[config.mk]
export PLATFORM = sky130hd
export DESIGN_NAME = ecl_config_loader
export DESIGN_NICKNAME = d
export VERILOG_FILES = /design/src/verilog/ecl_pkg.sv /design/src/verilog/ecl_config_loader.sv /design/src/verilog/ecl_twi_reader.sv
export SDC_FILE = /design/constraint.sdc
export NUM_CORES = 1
export LEC_CHECK = 0
export BUFFER_PORTS_ARGS = -buffer_cell sky130_fd_sc_hd__buf_2
export CAP_MARGIN = 25
export CORE_MARGIN = 4
export CORE_UTILIZATION = 54
export DETAILED_ROUTE_END_ITERATION = 10
export GPL_ROUTABILITY_DRIVEN = 0
export PLACE_DENSITY_LB_ADDON = 0.1
export SYNTH_ARGS = -nofsm -noshare
export SYNTH_HDL_FRONTEND = slang
export SYNTH_SLANG_ARGS = --single-unit
[constraint.sdc]
create_clock -name clk -period 5.2 [get_ports clk]
set_clock_uncertainty 0.1 [all_clocks]
set_input_delay 0.78 -clock clk [delete_from_list [all_inputs] [get_ports clk]]
set_output_delay 0.78 -clock clk [all_outputs]
set_load 0.01 [all_outputs]
[src/verilog/ecl_pkg.sv]
package ecl_pkg;
	// Register byte offsets
	localparam logic [7:0] OFS_CACHE_LINE   = 8'h0C;
	localparam logic [7:0] OFS_BUS_LAT      = 8'h0D;
	localparam logic [7:0] OFS_COMMAND      = 8'h04;
	localparam logic [7:0] OFS_CB_LAT       = 8'h1B;
	localparam logic [7:0] OFS_SUBSYS_VEN   = 8'h40;
	localparam logic [7:0] OFS_SUBSYS       = 8'h42;
	localparam logic [7:0] OFS_SYS_CTRL     = 8'h80;
	localparam logic [7:0] OFS_PIN_ROUTE    = 8'h8C;
	localparam logic [7:0] OFS_CARD_CTRL    = 8'h91;
	localparam logic [7:0] OFS_DEV_CTRL     = 8'h92;
	localparam logic [7:0] OFS_PM_CAP       = 8'hA2;
	localparam logic [7:0] OFS_PM_CSR       = 8'hA4;
	localparam logic [7:0] OFS_SER_CTRL     = 8'hB3;
	localparam logic [7:0] OFS_LEGACY_INT   = 8'hC3;
	// Field positions
	localparam int BIT_WRITE_LOCK  = 5;
	localparam int BIT_INT_TIE     = 29;
	localparam int BIT_SER_DETECT  = 3;
	localparam int BIT_PME_EN      = 8;
	localparam int BIT_PME_COLD    = 15;
	localparam int BIT_PME_AUX     = 4;
	localparam int BIT_RING_EN     = 7;
	localparam int BIT_SPKR_EN     = 1;
	localparam int BIT_CSC_ROUTE   = 4;
	localparam int BIT_CMD_HI      = 8;
	// Interrupt modes
	localparam logic [1:0] IMODE_PCI_ONLY  = 2'h0;
	localparam logic [1:0] IMODE_PAR_ALL   = 2'h1;
	localparam logic [1:0] IMODE_SER_PCI   = 2'h2;
	localparam logic [1:0] IMODE_SER_ALL   = 2'h3;
	// Serial bus constants
	localparam logic [6:0] EEPROM_ADDR     = 7'h50;
	localparam logic [7:0] EEPROM_LAST     = 8'h15;
	localparam logic [7:0] SCL_HALF        = 8'h3F;
	// Reset values
	localparam logic [31:0] SYS_CTRL_RST   = 32'h0000_0020;
	localparam logic [31:0] ROUTE_RST      = 32'h0000_0000;
	// Config access carrier
	typedef struct packed {
		logic       wr;
		logic       rd;
		logic [7:0] addr;
		logic [3:0] be;
		logic [31:0] wdata;
	} ecl_cfg_req_type;
	// Serial byte-read interface
	typedef struct packed {
		logic       done;
		logic       nack;
		logic [7:0] data;
	} ecl_ser_rsp_type;
	typedef enum logic [3:0] {
		SS_IDLE  = 4'h0,
		SS_START = 4'h1,
		SS_BYTE  = 4'h2,
		SS_ACK   = 4'h3,
		SS_RSTRT = 4'h4,
		SS_RDB   = 4'h5,
		SS_MACK  = 4'h6,
		SS_STOP  = 4'h7,
		SS_DONE  = 4'h8
	} ecl_ser_state_type;
endpackage

[src/verilog/ecl_config_loader.sv]
// Overview of operation
// - Mode 01 drives legacy lines plus PCI lines
// - Mode 10 legacy serial, PCI on parallel lines
// - Mode 11 everything on serial IRQ line
// - Mode 00 only PCI interrupt lines
// - Tie bit merges both PCI interrupts onto A
// - Strap low at reset release sets detect, loads
// - Detect set: pins one/four become data/clock
// - EEPROM addressed at seven-bit address 1010000
// - Clearing detect restores routed pin functions
// - Bytes 02-05 load subsystem vendor and id
// - Byte 01 bit 7 to command bit 8
// - Byte 13 loads device control register
// - Release bus after latency timer when requested
// - Card grant held until transaction ends
// - Subsystem ids writable only while lock clear
// - Routing register picks each multifunction pin role
// - Capability bit 4 mirrors bit 15
// - Power event enable at control bit 8
// - Card control enables ring and speaker outputs
// - Legacy register routes status change to PCI
`timescale 1ns/1ps
`default_nettype none
module ecl_config_loader
	import ecl_pkg::*;
(
	input  wire logic        clk,                       // PCI clock
	input  wire logic        arst_n,                    // Global reset
	input  wire logic        latch_strap,               // EEPROM strap, low = present
	input  wire ecl_cfg_req_type cfg,                   // Config access
	output logic [31:0]      cfg_rdata,                 // Read data
	output logic             cfg_ack,                   // Access accepted pulse
	input  wire logic [15:0] legacy_irq_req,            // Legacy requests 15:0
	input  wire logic        pci_irq_a_req,             // Function A request
	input  wire logic        pci_irq_b_req,             // Function B request
	input  wire logic        card_status_change,        // Card status change event
	input  wire logic        ring_in,                   // Ring from card
	input  wire logic        speaker_in,                // Speaker from card
	input  wire logic        other_req,                 // Another master requests
	input  wire logic        bus_owned,                 // Bridge owns PCI bus
	input  wire logic        card_req,                  // Card requests card bus
	input  wire logic        card_xfer_active,          // Card transaction ongoing
	input  wire logic        pin_one_in,                // Pin one level in
	output logic             bus_release,               // Give up PCI bus
	output logic             card_grant_n,              // Card bus grant
	output logic             pci_interrupt_line_a_n,    // PCI line A
	output logic             pci_interrupt_line_b_n,    // PCI line B
	output logic [15:0]      parallel_legacy_irq_lines, // Legacy lines 15:2 used
	output logic             serialized_irq_line,       // Serial IRQ slot data
	output logic             ring_indicate_output_n,    // Ring out
	output logic             speaker_output,            // Speaker out
	output logic             multifunction_pin_one,     // Pin one value
	output logic             multifunction_pin_one_oe_n,// Pin one enable low
	output logic             multifunction_pin_four,    // Pin four value
	output logic             multifunction_pin_four_oe_n,// Pin four enable low
	output logic [6:0]       pin_role_active,           // Pin uses routed role
	output logic             load_busy                  // EEPROM load running
);
	typedef struct packed {
		logic [15:0] command;
		logic [7:0]  cache_line;
		logic [7:0]  bus_lat;
		logic [7:0]  cb_lat;
		logic [15:0] subsystem_vendor_code;
		logic [15:0] subsystem_code;
		logic [31:0] sysctl;
		logic [31:0] route;
		logic [7:0]  cardctl;
		logic [7:0]  devctl;
		logic        pme_cold;
		logic        pme_en;
		logic        detect;
		logic [7:0]  legacy_int;
		logic        loading;
		logic        strapped;
		logic [7:0]  idx;
		logic        go;
		logic        next;
		logic [7:0]  lat_cnt;
		logic        release_q;
		logic        grant_n;
		logic        ack;
		logic [31:0] rdata;
		logic        ia_n;
		logic        ib_n;
		logic [15:0] lirq;
		logic        sirq;
		logic        ring_n;
		logic        spkr;
		logic        p1;
		logic        p1_oe_n;
		logic        p4;
		logic        p4_oe_n;
		logic [6:0]  role;
	} ecl_top_type;
	ecl_top_type s_r, s_nxt;
	ecl_ser_rsp_type ser_rsp;
	logic sda_oe_n, scl_oe_n;
	logic pa, pb, csc_pci;

	// Byte lane select for writes
	function automatic logic [7:0] lane(input logic [31:0] d, input logic [1:0] n);
		lane = d[8*n +: 8];
	endfunction

	////////////////////////////////////////////////////////////////
	// Serial reader
	ecl_twi_reader u_twi (
		.clk      (clk),
		.arst_n   (arst_n),
		.go       (s_r.go),
		.next     (s_r.next),
		.last     (s_r.idx == EEPROM_LAST),
		.sda_in   (pin_one_in),
		.sda_oe_n (sda_oe_n),
		.scl_oe_n (scl_oe_n),
		.rsp      (ser_rsp)
	);

	////////////////////////////////////////////////////////////////
	// Next-state logic
	always_comb begin
		s_nxt = s_r;
		s_nxt.go = 1'b0;
		s_nxt.next = 1'b0;
		s_nxt.ack = 1'b0;
		// Strap sampled on first clock after reset release
		// strap detect load
		if (!s_r.strapped) begin
			s_nxt.strapped = 1'b1;
			if (!latch_strap) begin
				s_nxt.detect = 1'b1;
				s_nxt.loading = 1'b1;
				s_nxt.go = 1'b1;
			end
		end
		if (s_r.loading && ser_rsp.done) begin
			s_nxt.idx = s_r.idx + 8'h01;
			s_nxt.next = (s_r.idx != EEPROM_LAST);
			if (s_r.idx == EEPROM_LAST || ser_rsp.nack)
				s_nxt.loading = 1'b0;
			case (s_r.idx)
				8'h01: begin
					s_nxt.command[BIT_CMD_HI] = ser_rsp.data[7];
					s_nxt.command[6:5] = ser_rsp.data[6:5];
					s_nxt.command[2:0] = ser_rsp.data[2:0];
				end
				8'h02: s_nxt.subsystem_vendor_code[7:0]  = ser_rsp.data;
				8'h03: s_nxt.subsystem_vendor_code[15:8] = ser_rsp.data;
				8'h04: s_nxt.subsystem_code[7:0]   = ser_rsp.data;
				8'h05: s_nxt.subsystem_code[15:8]  = ser_rsp.data;
				8'h0A: s_nxt.sysctl[7:0] = ser_rsp.data;
				8'h0B: s_nxt.sysctl[15:8] = ser_rsp.data;
				8'h0C: s_nxt.sysctl[31:24] = ser_rsp.data;
				8'h0D: s_nxt.route[7:0]  = ser_rsp.data;
				8'h0E: s_nxt.route[15:8] = ser_rsp.data;
				8'h0F: s_nxt.route[23:16] = ser_rsp.data;
				8'h10: s_nxt.route[31:24] = ser_rsp.data;
				8'h12: s_nxt.cardctl = ser_rsp.data;
				8'h13: begin
					s_nxt.devctl[6] = ser_rsp.data[6];
					s_nxt.devctl[3:0] = ser_rsp.data[3:0];
				end
				8'h15: s_nxt.pme_cold = ser_rsp.data[7];
				default: ;
			endcase
		end
		// Config writes, held off while loading
		if (cfg.wr && !s_r.loading) begin
			s_nxt.ack = 1'b1;
			case (cfg.addr)
				OFS_COMMAND: begin
					if (cfg.be[0]) s_nxt.command[7:0] = lane(cfg.wdata, 2'h0);
					if (cfg.be[1]) s_nxt.command[15:8] = lane(cfg.wdata, 2'h1);
				end
				OFS_CACHE_LINE: if (cfg.be[0]) s_nxt.cache_line = lane(cfg.wdata, 2'h0);
				OFS_BUS_LAT:    if (cfg.be[0]) s_nxt.bus_lat = lane(cfg.wdata, 2'h0);
				OFS_CB_LAT:     if (cfg.be[0]) s_nxt.cb_lat = lane(cfg.wdata, 2'h0);
				OFS_SUBSYS_VEN: if (!s_r.sysctl[BIT_WRITE_LOCK]) begin
					if (cfg.be[0]) s_nxt.subsystem_vendor_code[7:0] = lane(cfg.wdata, 2'h0);
					if (cfg.be[1]) s_nxt.subsystem_vendor_code[15:8] = lane(cfg.wdata, 2'h1);
				end
				OFS_SUBSYS: if (!s_r.sysctl[BIT_WRITE_LOCK]) begin
					if (cfg.be[0]) s_nxt.subsystem_code[7:0] = lane(cfg.wdata, 2'h0);
					if (cfg.be[1]) s_nxt.subsystem_code[15:8] = lane(cfg.wdata, 2'h1);
				end
				OFS_SYS_CTRL:  s_nxt.sysctl = cfg.wdata;
				OFS_PIN_ROUTE: s_nxt.route = cfg.wdata;
				OFS_CARD_CTRL: if (cfg.be[0]) s_nxt.cardctl = lane(cfg.wdata, 2'h0);
				OFS_DEV_CTRL:  if (cfg.be[0]) s_nxt.devctl = lane(cfg.wdata, 2'h0);
				OFS_PM_CAP:    if (cfg.be[1]) s_nxt.pme_cold = cfg.wdata[BIT_PME_COLD];
				OFS_PM_CSR:    if (cfg.be[1]) s_nxt.pme_en = cfg.wdata[BIT_PME_EN];
				OFS_SER_CTRL:  if (cfg.be[0] && !cfg.wdata[BIT_SER_DETECT])
					s_nxt.detect = 1'b0;
				OFS_LEGACY_INT: if (cfg.be[0]) s_nxt.legacy_int = lane(cfg.wdata, 2'h0);
				default: ;
			endcase
		end
		// Config reads
		if (cfg.rd && !s_r.loading) begin
			s_nxt.ack = 1'b1;
			case (cfg.addr)
				OFS_COMMAND:    s_nxt.rdata = {16'h0000, s_r.command};
				OFS_CACHE_LINE: s_nxt.rdata = {24'h000000, s_r.cache_line};
				OFS_BUS_LAT:    s_nxt.rdata = {24'h000000, s_r.bus_lat};
				OFS_CB_LAT:     s_nxt.rdata = {24'h000000, s_r.cb_lat};
				OFS_SUBSYS_VEN: s_nxt.rdata = {16'h0000, s_r.subsystem_vendor_code};
				OFS_SUBSYS:     s_nxt.rdata = {16'h0000, s_r.subsystem_code};
				OFS_SYS_CTRL:   s_nxt.rdata = s_r.sysctl;
				OFS_PIN_ROUTE:  s_nxt.rdata = s_r.route;
				OFS_CARD_CTRL:  s_nxt.rdata = {24'h000000, s_r.cardctl};
				OFS_DEV_CTRL:   s_nxt.rdata = {24'h000000, s_r.devctl};
				OFS_PM_CAP: s_nxt.rdata = {16'h0000, s_r.pme_cold, 10'h000, s_r.pme_cold, 4'h0};
				OFS_PM_CSR:     s_nxt.rdata = {23'h000000, s_r.pme_en, 8'h00};
				OFS_SER_CTRL:   s_nxt.rdata = {28'h0000000, s_r.detect, 3'h0};
				OFS_LEGACY_INT: s_nxt.rdata = {24'h000000, s_r.legacy_int};
				default:        s_nxt.rdata = 32'h0000_0000;
			endcase
		end
		if (bus_owned && other_req) begin
			if (s_r.lat_cnt != 8'hFF)
				s_nxt.lat_cnt = s_r.lat_cnt + 8'h01;
		end else begin
			s_nxt.lat_cnt = 8'h00;
		end
		s_nxt.release_q = bus_owned && other_req && (s_r.lat_cnt >= s_r.bus_lat);
		if (s_r.grant_n)
			s_nxt.grant_n = !card_req;
		else
			s_nxt.grant_n = !(card_req || card_xfer_active);
		s_nxt.ia_n = !(pa && s_r.devctl[2:1] != IMODE_SER_ALL);
		s_nxt.ib_n = !(pb && s_r.devctl[2:1] != IMODE_SER_ALL);
		s_nxt.lirq = (s_r.devctl[2:1] == IMODE_PAR_ALL) ? {legacy_irq_req[15:2], 2'h0} : 16'h0000;
		case (s_r.devctl[2:1])
			IMODE_SER_PCI: s_nxt.sirq = |legacy_irq_req[15:2];
			IMODE_SER_ALL: s_nxt.sirq = (|legacy_irq_req[15:2]) | pa | pb;
			default:       s_nxt.sirq = 1'b0;
		endcase
		s_nxt.ring_n = !(ring_in && s_r.cardctl[BIT_RING_EN]);
		s_nxt.spkr = speaker_in && s_r.cardctl[BIT_SPKR_EN];
		s_nxt.p1 = 1'b0;
		s_nxt.p4 = 1'b0;
		if (s_r.detect) begin
			s_nxt.p1_oe_n = sda_oe_n;
			s_nxt.p4_oe_n = scl_oe_n;
		end else begin
			s_nxt.p1 = !s_nxt.ib_n ? 1'b0 : 1'b1;
			s_nxt.p1_oe_n = !(s_r.route[7:4] != 4'h0 && !s_nxt.ib_n);
			s_nxt.p4_oe_n = 1'b1;
		end
		for (int i = 0; i < 7; i++)
			s_nxt.role[i] = (s_r.route[4*i +: 4] != 4'h0);
		if (s_r.detect) begin
			s_nxt.role[1] = 1'b0;
			s_nxt.role[4] = 1'b0;
		end
	end

	// Interrupt sources with tie and status-change routing
	// tie merges B onto A
	assign csc_pci = card_status_change && s_r.legacy_int[BIT_CSC_ROUTE];
	assign pa = pci_irq_a_req || csc_pci || (s_r.sysctl[BIT_INT_TIE] && pci_irq_b_req);
	assign pb = pci_irq_b_req && !s_r.sysctl[BIT_INT_TIE];

	////////////////////////////////////////////////////////////////
	// State register
	always_ff @(posedge clk or negedge arst_n) begin
		if (!arst_n) begin
			s_r <= '{sysctl: SYS_CTRL_RST, route: ROUTE_RST, grant_n: 1'b1, ia_n: 1'b1,
				ib_n: 1'b1, ring_n: 1'b1, p1_oe_n: 1'b1, p4_oe_n: 1'b1, default: '0};
		end else begin
			s_r <= s_nxt;
		end
	end

	// mode 00 only PCI lines drive
	assign cfg_rdata                   = s_r.rdata;
	assign cfg_ack                     = s_r.ack;
	assign bus_release                 = s_r.release_q;
	assign card_grant_n                = s_r.grant_n;
	assign pci_interrupt_line_a_n      = s_r.ia_n;
	assign pci_interrupt_line_b_n      = s_r.ib_n;
	assign parallel_legacy_irq_lines   = s_r.lirq;
	assign serialized_irq_line         = s_r.sirq;
	assign ring_indicate_output_n      = s_r.ring_n;
	assign speaker_output              = s_r.spkr;
	assign multifunction_pin_one       = s_r.p1;
	assign multifunction_pin_one_oe_n  = s_r.p1_oe_n;
	assign multifunction_pin_four      = s_r.p4;
	assign multifunction_pin_four_oe_n = s_r.p4_oe_n;
	assign pin_role_active             = s_r.role;
	assign load_busy                   = s_r.loading;

	////////////////////////////////////////////////////////////////
	// Checks
	AST_MODE00: assert property (@(posedge clk) disable iff (!arst_n)
		(s_r.devctl[2:1] == IMODE_PCI_ONLY) |=> (s_r.lirq == 16'h0000 && !s_r.sirq))
		else $error("mode 00 drove legacy");
	AST_MODE01: assert property (@(posedge clk) disable iff (!arst_n)
		(s_r.devctl[2:1] == IMODE_PAR_ALL) |=> (s_r.lirq[15:2] == $past(legacy_irq_req[15:2])))
		else $error("mode 01 lines wrong");
	AST_MODE10: assert property (@(posedge clk) disable iff (!arst_n)
		(s_r.devctl[2:1] == IMODE_SER_PCI && pci_irq_a_req) |=> !s_r.ia_n)
		else $error("mode 10 line A idle");
	AST_MODE11: assert property (@(posedge clk) disable iff (!arst_n)
		(s_r.devctl[2:1] == IMODE_SER_ALL && $stable(s_r.devctl)) |=> (s_r.ia_n && s_r.ib_n))
		else $error("mode 11 drove PCI line");
	AST_TIE: assert property (@(posedge clk) disable iff (!arst_n)
		(s_r.sysctl[BIT_INT_TIE] && pci_irq_b_req && s_r.devctl[2:1] != IMODE_SER_ALL)
		|=> (!s_r.ia_n && s_r.ib_n)) else $error("tie not merging");
	AST_LOCK: assert property (@(posedge clk) disable iff (!arst_n)
		(cfg.wr && cfg.addr == OFS_SUBSYS && s_r.sysctl[BIT_WRITE_LOCK] && !s_r.loading)
		|=> $stable(s_r.subsystem_code)) else $error("locked id written");
	AST_HOLD: assert property (@(posedge clk) disable iff (!arst_n)
		(s_r.loading && cfg.wr) |=> !s_r.ack) else $error("write during load");
	AST_GRANT: assert property (@(posedge clk) disable iff (!arst_n)
		(!s_r.grant_n && card_xfer_active) |=> !s_r.grant_n) else $error("grant dropped");
	AST_LAT: assert property (@(posedge clk) disable iff (!arst_n)
		(bus_owned && other_req && s_r.lat_cnt < s_r.bus_lat) |=> !s_r.release_q)
		else $error("early release");
	AST_PINS: assert property (@(posedge clk) disable iff (!arst_n)
		s_r.detect |=> (s_r.p4_oe_n == $past(scl_oe_n))) else $error("clock pin not borrowed");
endmodule
`default_nettype wire

[src/verilog/ecl_twi_reader.sv]
`timescale 1ns/1ps
`default_nettype none
module ecl_twi_reader
	import ecl_pkg::*;
(
	input  wire logic        clk,       // Clock
	input  wire logic        arst_n,    // Reset
	input  wire logic        go,        // Start sequential read
	input  wire logic        next,      // Request next byte
	input  wire logic        last,      // This byte is final
	input  wire logic        sda_in,    // Data line level
	output logic             sda_oe_n,  // Data pull low when 0
	output logic             scl_oe_n,  // Clock pull low when 0
	output ecl_ser_rsp_type  rsp        // Byte answer
);
	typedef struct packed {
		ecl_ser_state_type st;
		logic [7:0]        tick;
		logic [1:0]        ph;
		logic [3:0]        bitn;
		logic [7:0]        sh;
		logic [1:0]        hdr;
		logic              sda;
		logic              scl;
		ecl_ser_rsp_type   rsp;
	} ecl_twi_type;
	ecl_twi_type s_r, s_nxt;
	logic stp;
	assign stp = (s_r.tick == SCL_HALF);

	////////////////////////////////////////////////////////////////
	// Bit sequencer, four phases per bit
	always_comb begin
		s_nxt = s_r;
		s_nxt.rsp.done = 1'b0;
		s_nxt.tick = stp ? 8'h00 : s_r.tick + 8'h01;
		if (s_r.st == SS_IDLE)
			s_nxt.tick = 8'h00;
		case (s_r.st)
			SS_IDLE: begin
				s_nxt.scl = 1'b1;
				s_nxt.sda = 1'b1;
				if (go) begin
					s_nxt.st = SS_START;
					s_nxt.hdr = 2'h0;
					s_nxt.ph = 2'h0;
				end
			end
			SS_START, SS_RSTRT: if (stp) begin
				s_nxt.ph = s_r.ph + 2'h1;
				case (s_r.ph)
					2'h0: begin s_nxt.sda = 1'b1; s_nxt.scl = 1'b1; end
					2'h1: s_nxt.sda = 1'b0;
					2'h2: s_nxt.scl = 1'b0;
					default: begin
						s_nxt.st = SS_BYTE;
						s_nxt.bitn = 4'h0;
						s_nxt.ph = 2'h0;
						// Write header first, read header after restart
						s_nxt.sh = {EEPROM_ADDR, (s_r.st == SS_RSTRT)};
					end
				endcase
			end
			SS_BYTE, SS_RDB, SS_ACK, SS_MACK: if (stp) begin
				s_nxt.ph = s_r.ph + 2'h1;
				case (s_r.ph)
					2'h0: s_nxt.sda = (s_r.st == SS_BYTE) ? s_r.sh[7] :
						(s_r.st == SS_MACK) ? last : 1'b1;
					2'h1: s_nxt.scl = 1'b1;
					2'h2: begin
						if (s_r.st == SS_RDB)
							s_nxt.sh = {s_r.sh[6:0], sda_in};
						if (s_r.st == SS_ACK && sda_in)
							s_nxt.rsp.nack = 1'b1;
					end
					default: begin
						s_nxt.scl = 1'b0;
						s_nxt.bitn = s_r.bitn + 4'h1;
						if (s_r.st == SS_BYTE)
							s_nxt.sh = {s_r.sh[6:0], 1'b0};
						if ((s_r.st == SS_BYTE || s_r.st == SS_RDB) && s_r.bitn == 4'h7) begin
							s_nxt.st = (s_r.st == SS_BYTE) ? SS_ACK : SS_MACK;
							if (s_r.st == SS_RDB)
								s_nxt.rsp.data = s_r.sh;
						end else if (s_r.st == SS_ACK) begin
							s_nxt.bitn = 4'h0;
							s_nxt.hdr = s_r.hdr + 2'h1;
							// Header, word address 00, restart, then data
							case (s_r.hdr)
								2'h0: begin s_nxt.st = SS_BYTE; s_nxt.sh = 8'h00; end
								2'h1: s_nxt.st = SS_RSTRT;
								default: s_nxt.st = SS_RDB;
							endcase
						end else if (s_r.st == SS_MACK) begin
							s_nxt.rsp.done = 1'b1;
							s_nxt.bitn = 4'h0;
							s_nxt.st = last ? SS_STOP : SS_DONE;
						end
					end
				endcase
			end
			SS_DONE: begin
				s_nxt.tick = 8'h00;
				if (next)
					s_nxt.st = SS_RDB;
			end
			SS_STOP: if (stp) begin
				s_nxt.ph = s_r.ph + 2'h1;
				case (s_r.ph)
					2'h0: s_nxt.sda = 1'b0;
					2'h1: s_nxt.scl = 1'b1;
					2'h2: s_nxt.sda = 1'b1;
					default: s_nxt.st = SS_IDLE;
				endcase
			end
			default: s_nxt.st = SS_IDLE;
		endcase
	end

	////////////////////////////////////////////////////////////////
	// State register
	always_ff @(posedge clk or negedge arst_n) begin
		if (!arst_n) begin
			s_r <= '{st: SS_IDLE, sda: 1'b1, scl: 1'b1, default: '0};
		end else begin
			s_r <= s_nxt;
		end
	end
	assign sda_oe_n = s_r.sda;
	assign scl_oe_n = s_r.scl;
	assign rsp      = s_r.rsp;

	// Header byte carries the fixed slave address
	AST_HDR_ADDR: assert property (@(posedge clk) disable iff (!arst_n)
		(s_r.st != SS_BYTE && s_nxt.st == SS_BYTE && s_r.st != SS_ACK) |=>
		(s_r.sh[7:1] == EEPROM_ADDR)) else $error("wrong slave address");
endmodule
`default_nettype wire

==> impl_metrics.ini, run 1 <==
[synthesis]
ys_seq_area_frac = 0.495
synth_top_area_cell = dfrtp_1
synthTopCellsByCount = dfrtp_1, nor2_1, a21oi_1, mux2i_1
yosysMostFrequentCell = dfrtp_1
ys.flop_type = dfrtp_1
ys_types = 82
synth_top_family_by_area = simple AND/OR/NAND/NOR gates
synth-xor-area-share = 0.0109
avgSynthCellArea_um2 = 10.3
async_flop_share = 1.00
synth-compound-area-share = 0.132
synth_mux_area_frac = 0.126
ys_warn_count = 0
ys_ff_latch = 287
synth_adder_area_share = 0.0203
syn-cell-area_um2 = 14500
netlist_instances = 1408
synthSimpleGateAreaFrac = 0.156
netlist.area_leader.share = 0.479
synth.area.top_cells = dfrtp_1, mux2i_1, nor2_1
synth_edf_count = 0

[layout]
layout.nets = 1551
drive_gt1_frac = 0.196
postLayoutCoreUtil = 0.608
syn_to_final_growth_pct = 10.1
fillers = 2300
multiInputGateArea_um2 = 6490
seqCellArea_um2 = 7190
diodes = 0

[drt]
viasPerCell = 5.98
drt_iter0_markers = 871
wl_per_cell_um = 20.8
drc = 0
totalWireLength_um = 37700
ant_nets = 0
num_vias = 10800
firstDrtPassIters = 6

[status]
status = completed

[timing]
setup_viol = 0
max_freq_ghz = 0.341
timing.final.crit_share = 0.564
period_needed_ns = 2.93
slew_headroom = 0.331
rsz0062_at_grt = no
fin_setup_tns_ns = 0
hold_violations = 0
drv_slew = 0
worst_slew_pin_slew_ns = 1.00

[power]
peakVddDrop_mv = 0.217
leakage_nw = 7.13
pwr_density_cell_nw_per_um2 = 334

[global_routing]
grt_pass1_vias = 10500
antenna_found_initial = 0
overflow = 0
grt_pass1_wl_um = 59500
grt_max_degree = 127
grtUsageTotal = 0.255

[critical_path]
worstPathArrival_ns = 3.26
start_kind = primary input
r2r_slack_ns = 2.36
cp-end-kind = flip-flop
crit_fanout = 43
r2r_cells = 4
r2r_start = u_twi.s_r[38]
worstSetupPathType = primary input to flip-flop
worstPathRequired_ns = 5.52
r2r-end = u_twi.rsp[2]

[floorplan]
coreArea_um2 = 26300
die_area_um2 = 29600
die_w_um = 172
io_pins = 143
start_util = 0.552
rows = 59
die_h_um = 172

[clocking]
clock_latency_ns = 0.55
cts_max_level = 1
cts_root_buf = clkbuf_16
numCtsBuffers = 31
cts_setup_buffers = 0
clk_path_buf_depth = 3
path_clk_slew_ns = 0.06
hold_buffers = 0
cts_tree = done
cts_resized = 0
cts_sinks = 287

[placed_design]
port_buffers = 135
hpwlAfterDp_um = 25400

[min_path]
min_path_type = primary input to asynchronous set/reset pin

[run]
max-cap-violations = 0
-- stage by stage --
stage | instances | setup WS [ns] | cell area [µm²] | hold slack (ns) | power [mW]
6_report | 1812 | 2.27 | 16000 | 0.198 | 5.34
5_1_grt | 1812 | 2.12 | 16000 | 0.227 | 5.59
4_1_cts | 1810 | 2.31 | 16000 | 0.216 | 5.39
3_5_place_dp | 1754 | 1.71 | 15000 | 0.323 | 3.26
3_3_place_gp | 1753 | 1.78 | 15000 | 0.319 | 3.24
2_1_floorplan | 1410 | 2.69 | 14500 | 0.290 | 3.06
-- layout by cell type, fill, tap and decap left out, types with 14 or more instances in the layout --
cell type  instances
nor2b_1           16
nand2_1           56
buf_2            136
nor3_1            14
a22oi_1           16
o21ai_0           26
clkbuf_16         31
a22o_1            22
a21oi_1          128
nor2_1           209
inv_1             19
and2_1            25
mux2_2            58
buf_4             14
a221oi_1          22
a31oi_1           15
nand3_1           20
mux2i_1          118
ha_1              22
dfrtp_1          278
-- per-layer routing --
metal / global-route usage / vias up / part of all wire
met2: 0.406 / 393 / 0.46
met3: 0.0400 / 61 / 0.075
met5: 0 / - / 0
met4: 0.0602 / 0 / 0.022
li1: - / 5087 / -
met1: 0.372 / 5296 / 0.44
-- layout make-up --
class	count	area share
multi-input combinational	961	0.406
inverter	20	0.00470
clock inverter	8	0.00603
timing repair buffer	153	0.0523
clock buffer	48	0.0550
tap	335	0.0262
sequential	287	0.450
-- power by group --
| part | total (mW) | leakage, nW | internal, mW | switching (mW) |
|---|---|---|---|---|
| clock network | 2.11 | 0.474 | 1.25 | 0.860 |
| registers | 2.52 | 3.26 | 2.37 | 0.149 |
| logic | 0.705 | 3.40 | 0.286 | 0.419 |
-- worst max path at each step --
stage	start	endpoint	slack, ns
finish	cfg[36]	s_r[153]	2.27
global route	cfg[36]	s_r[150]	2.12
CTS	cfg[36]	s_r[153]	2.31
detailed placement	cfg[36]	s_r[150]	1.71
global placement	cfg[36]	s_r[160]	1.78
floorplan	cfg[41]	s_r[227]	2.69
-- registers in the layout (all words and copies together), names as in the netlist --
signal and cells:
u_twi.s_r 28, cfg_rdata 32, parallel_legacy_irq_lines 14, u_twi.rsp 10, u_twi.sda_oe_n 1, cfg_ack 1, u_twi.scl_oe_n 1, load_busy 1
pci_interrupt_line_a_n 1, serialized_irq_line 1, bus_release 1, multifunction_pin_one 1, pci_interrupt_line_b_n 1, pin_role_active 7, card_grant_n 1, ring_indicate_output_n 1
multifunction_pin_one_oe_n 1, s_r 182, speaker_output 1, multifunction_pin_four_oe_n 1
-- logic make-up after synthesis --
kind of cell,after synthesis
xor gates and xnor gates,18
other,2
muxes,176
buffers and inverters,162
DFF,287
and+or+nand+nor,446
AOI/OAI and AO/OA,293
adders and majority gates,24
-- critical path, cell delays in order --
cell and delay, ns:
buf_2 0.23, nor4_2 0.29, buf_4 0.28, and2_1 0.16, buf_4 0.31, nand2_2 0.60, buf_4 0.44, nor2_1 0.11
a21oi_1 0.05
(Power assumes the default switching activity.)
==> run 2: changes to the inputs <==
clock period = 2.4 ns   (was 5.2 ns; I/O delays follow)
==> run 2 against run 1 <==
Final area is 5.8% higher; critical path type is now flip-flop to flip-flop; worst setup slack worse by 2.1 ns; clock power is 120% higher; combinational power grew to 2.6 times the previous value; global-route usage is 0.54 points higher; final cell count is 5.6% higher; critical endpoint is now u_twi.s_r[38].
==> impl_metrics.ini, run 2 (synthesis gave the netlist of run 1 again) <==
[placed_design]
hpwlAfterDp_um = 26800
port_buffers = 135

[drt]
ant_nets = 0
drc = 0
totalWireLength_um = 39000
drt_iter0_markers = 981
num_vias = 11200
wl_per_cell_um = 20.4
firstDrtPassIters = 6
viasPerCell = 5.85

[critical_path]
cp-end-kind = flip-flop
worstPathRequired_ns = 2.73
path_delay_family = simple AND/OR/NAND/NOR gates
worstSetupPathType = flip-flop to flip-flop
slowest_stage = dfrtp_1
cp_cell_sequence = buf_4, nor4b_1, a311oi_1, nor3_2, o21ai_1, o32a_1
cpPeakStageDelay_ns = 0.49
worstPathArrival_ns = 2.55
start_kind = flip-flop
worst-path-buf-inv = 1
crit_fanout = 10

[layout]
largest_reg_flops = 182
drive_gt1_frac = 0.222
diodes = 0
syn_to_final_growth_pct = 16.5
layout_commonest_cell = dfrtp_1
layout_common_cells = dfrtp_1, nor2_1, buf_2
fillers = 2151
layout.nets = 1652
max_flop_register = s_r

[clocking]
cts_root_buf = clkbuf_16
cts_sinks = 287
clock_latency_ns = 0.55
path_clk_slew_ns = 0.06
cts_max_level = 1
clk_path_buf_depth = 3
cts_setup_buffers = 0
cts_tree = done
numCtsBuffers = 31

[timing]
fin_setup_tns_ns = 0
timing.final.crit_share = 0.924
worst_slew_pin_slew_ns = 0.970
slew_headroom = 0.353
setup_viol = 0
rsz0062_at_grt = no
hold_violations = 0
max_freq_ghz = 0.451
period_needed_ns = 2.22
drv_slew = 0
whs_ns = 0.0430

[min_path]
min_path_type = primary input to flip-flop

[power]
pwr_density_cell_nw_per_um2 = 699
leakage_nw = 7.62
peakVddDrop_mv = 0.589

[global_routing]
grt_pass1_wl_um = 61000
antenna_found_initial = 0
overflow = 0
busiest_layer = met2
grt_max_degree = 65
use_met1 = 0.386
grtUsageTotal = 0.261
grtUsageMet2 = 0.412
grt_pass1_vias = 10800
grt_util_met3 = 0.0359

[floorplan]
die_h_um = 172
coreArea_um2 = 26300
die_area_um2 = 29600
io_pins = 143
die_w_um = 172
start_util = 0.552
rows = 59

[run]
max-cap-violations = 0

[status]
status = completed
[run 2: cell count changes in the layout (fill, tap and decap cells not counted), sizes merged]
cell         delta
buf            +59
dlygate4sd3    +42
clkbuf          +2
bufinv          -1
[run 2: timing repair]
item | CTS | global route
hold buffers | 42 | 0
setup endpoints to repair | 0 | 0
endpoints found under the hold margin | 112 | 0
gates resized for setup | 0 | 0
[run 2: cell type report]
type / instances / area (µm²) / area share
Clock buffer: 50 / 917 / 0.0542
Clock inverter: 7 / 66.3 / 0.00392
Inverter: 20 / 75.1 / 0.00444
Multi-Input combinational cell: 961 / 6490 / 0.384
Sequential cell: 287 / 7190 / 0.425
Tap cell: 335 / 419 / 0.0248
Timing Repair Buffer: 254 / 1760 / 0.104
[run 2: power by group]
| group | internal (mW) | total (mW) | leakage [nW] | switching [mW] |
|---|---|---|---|---|
| clock | 2.70 | 4.62 | 0.481 | 1.91 |
| sequential | 5.13 | 5.36 | 3.26 | 0.228 |
| combinational | 0.795 | 1.85 | 3.89 | 1.05 |
[run 2: path summary, 6_finish.rpt]
kind	from	end	slack [ns]	cells after the start
max	u_twi.s_r[37]	u_twi.s_r[38]	0.18	6
min	cfg[10]	s_r[156]	0.04	3
max reg2reg	u_twi.s_r[37]	u_twi.s_r[38]	0.18	6
min reg2reg	s_r[85]	s_r[76]	0.32	1
max in group asynchronous	arst_n	s_r[151]	1.13	3
min in group asynchronous	arst_n	s_r[69]	0.24	2
[run 2: worst reg2reg max path, cell delays in order (launching register included)]
cell and delay (ns):
dfrtp_1 0.49, buf_4 0.21, nor4b_1 0.41, a311oi_1 0.11, nor3_2 0.35, o21ai_1 0.13, o32a_1 0.30
[run 2: routing by layer]
metal	part of all wire	vias up	wire (µm)
met5	0	-	0
li1	-	5276	-
met3	0.064	62	2480
met1	0.46	5449	17900
met4	0.023	0	902
met2	0.45	419	17700
[run 2: stage by stage]
stage	instances	power (mW)	setup slack, ns	util	area (µm²)
final	1914	11.8	0.181	0.644	16900
after detailed placement	1815	7.22	0.0106	0.590	15500
after global routing	1914	12.3	0.0368	0.644	16900
after global placement	1815	7.19	0.0647	0.590	15500
after CTS	1914	11.9	0.226	0.644	16900
after floorplan	1410	6.64	0.310	-	14500
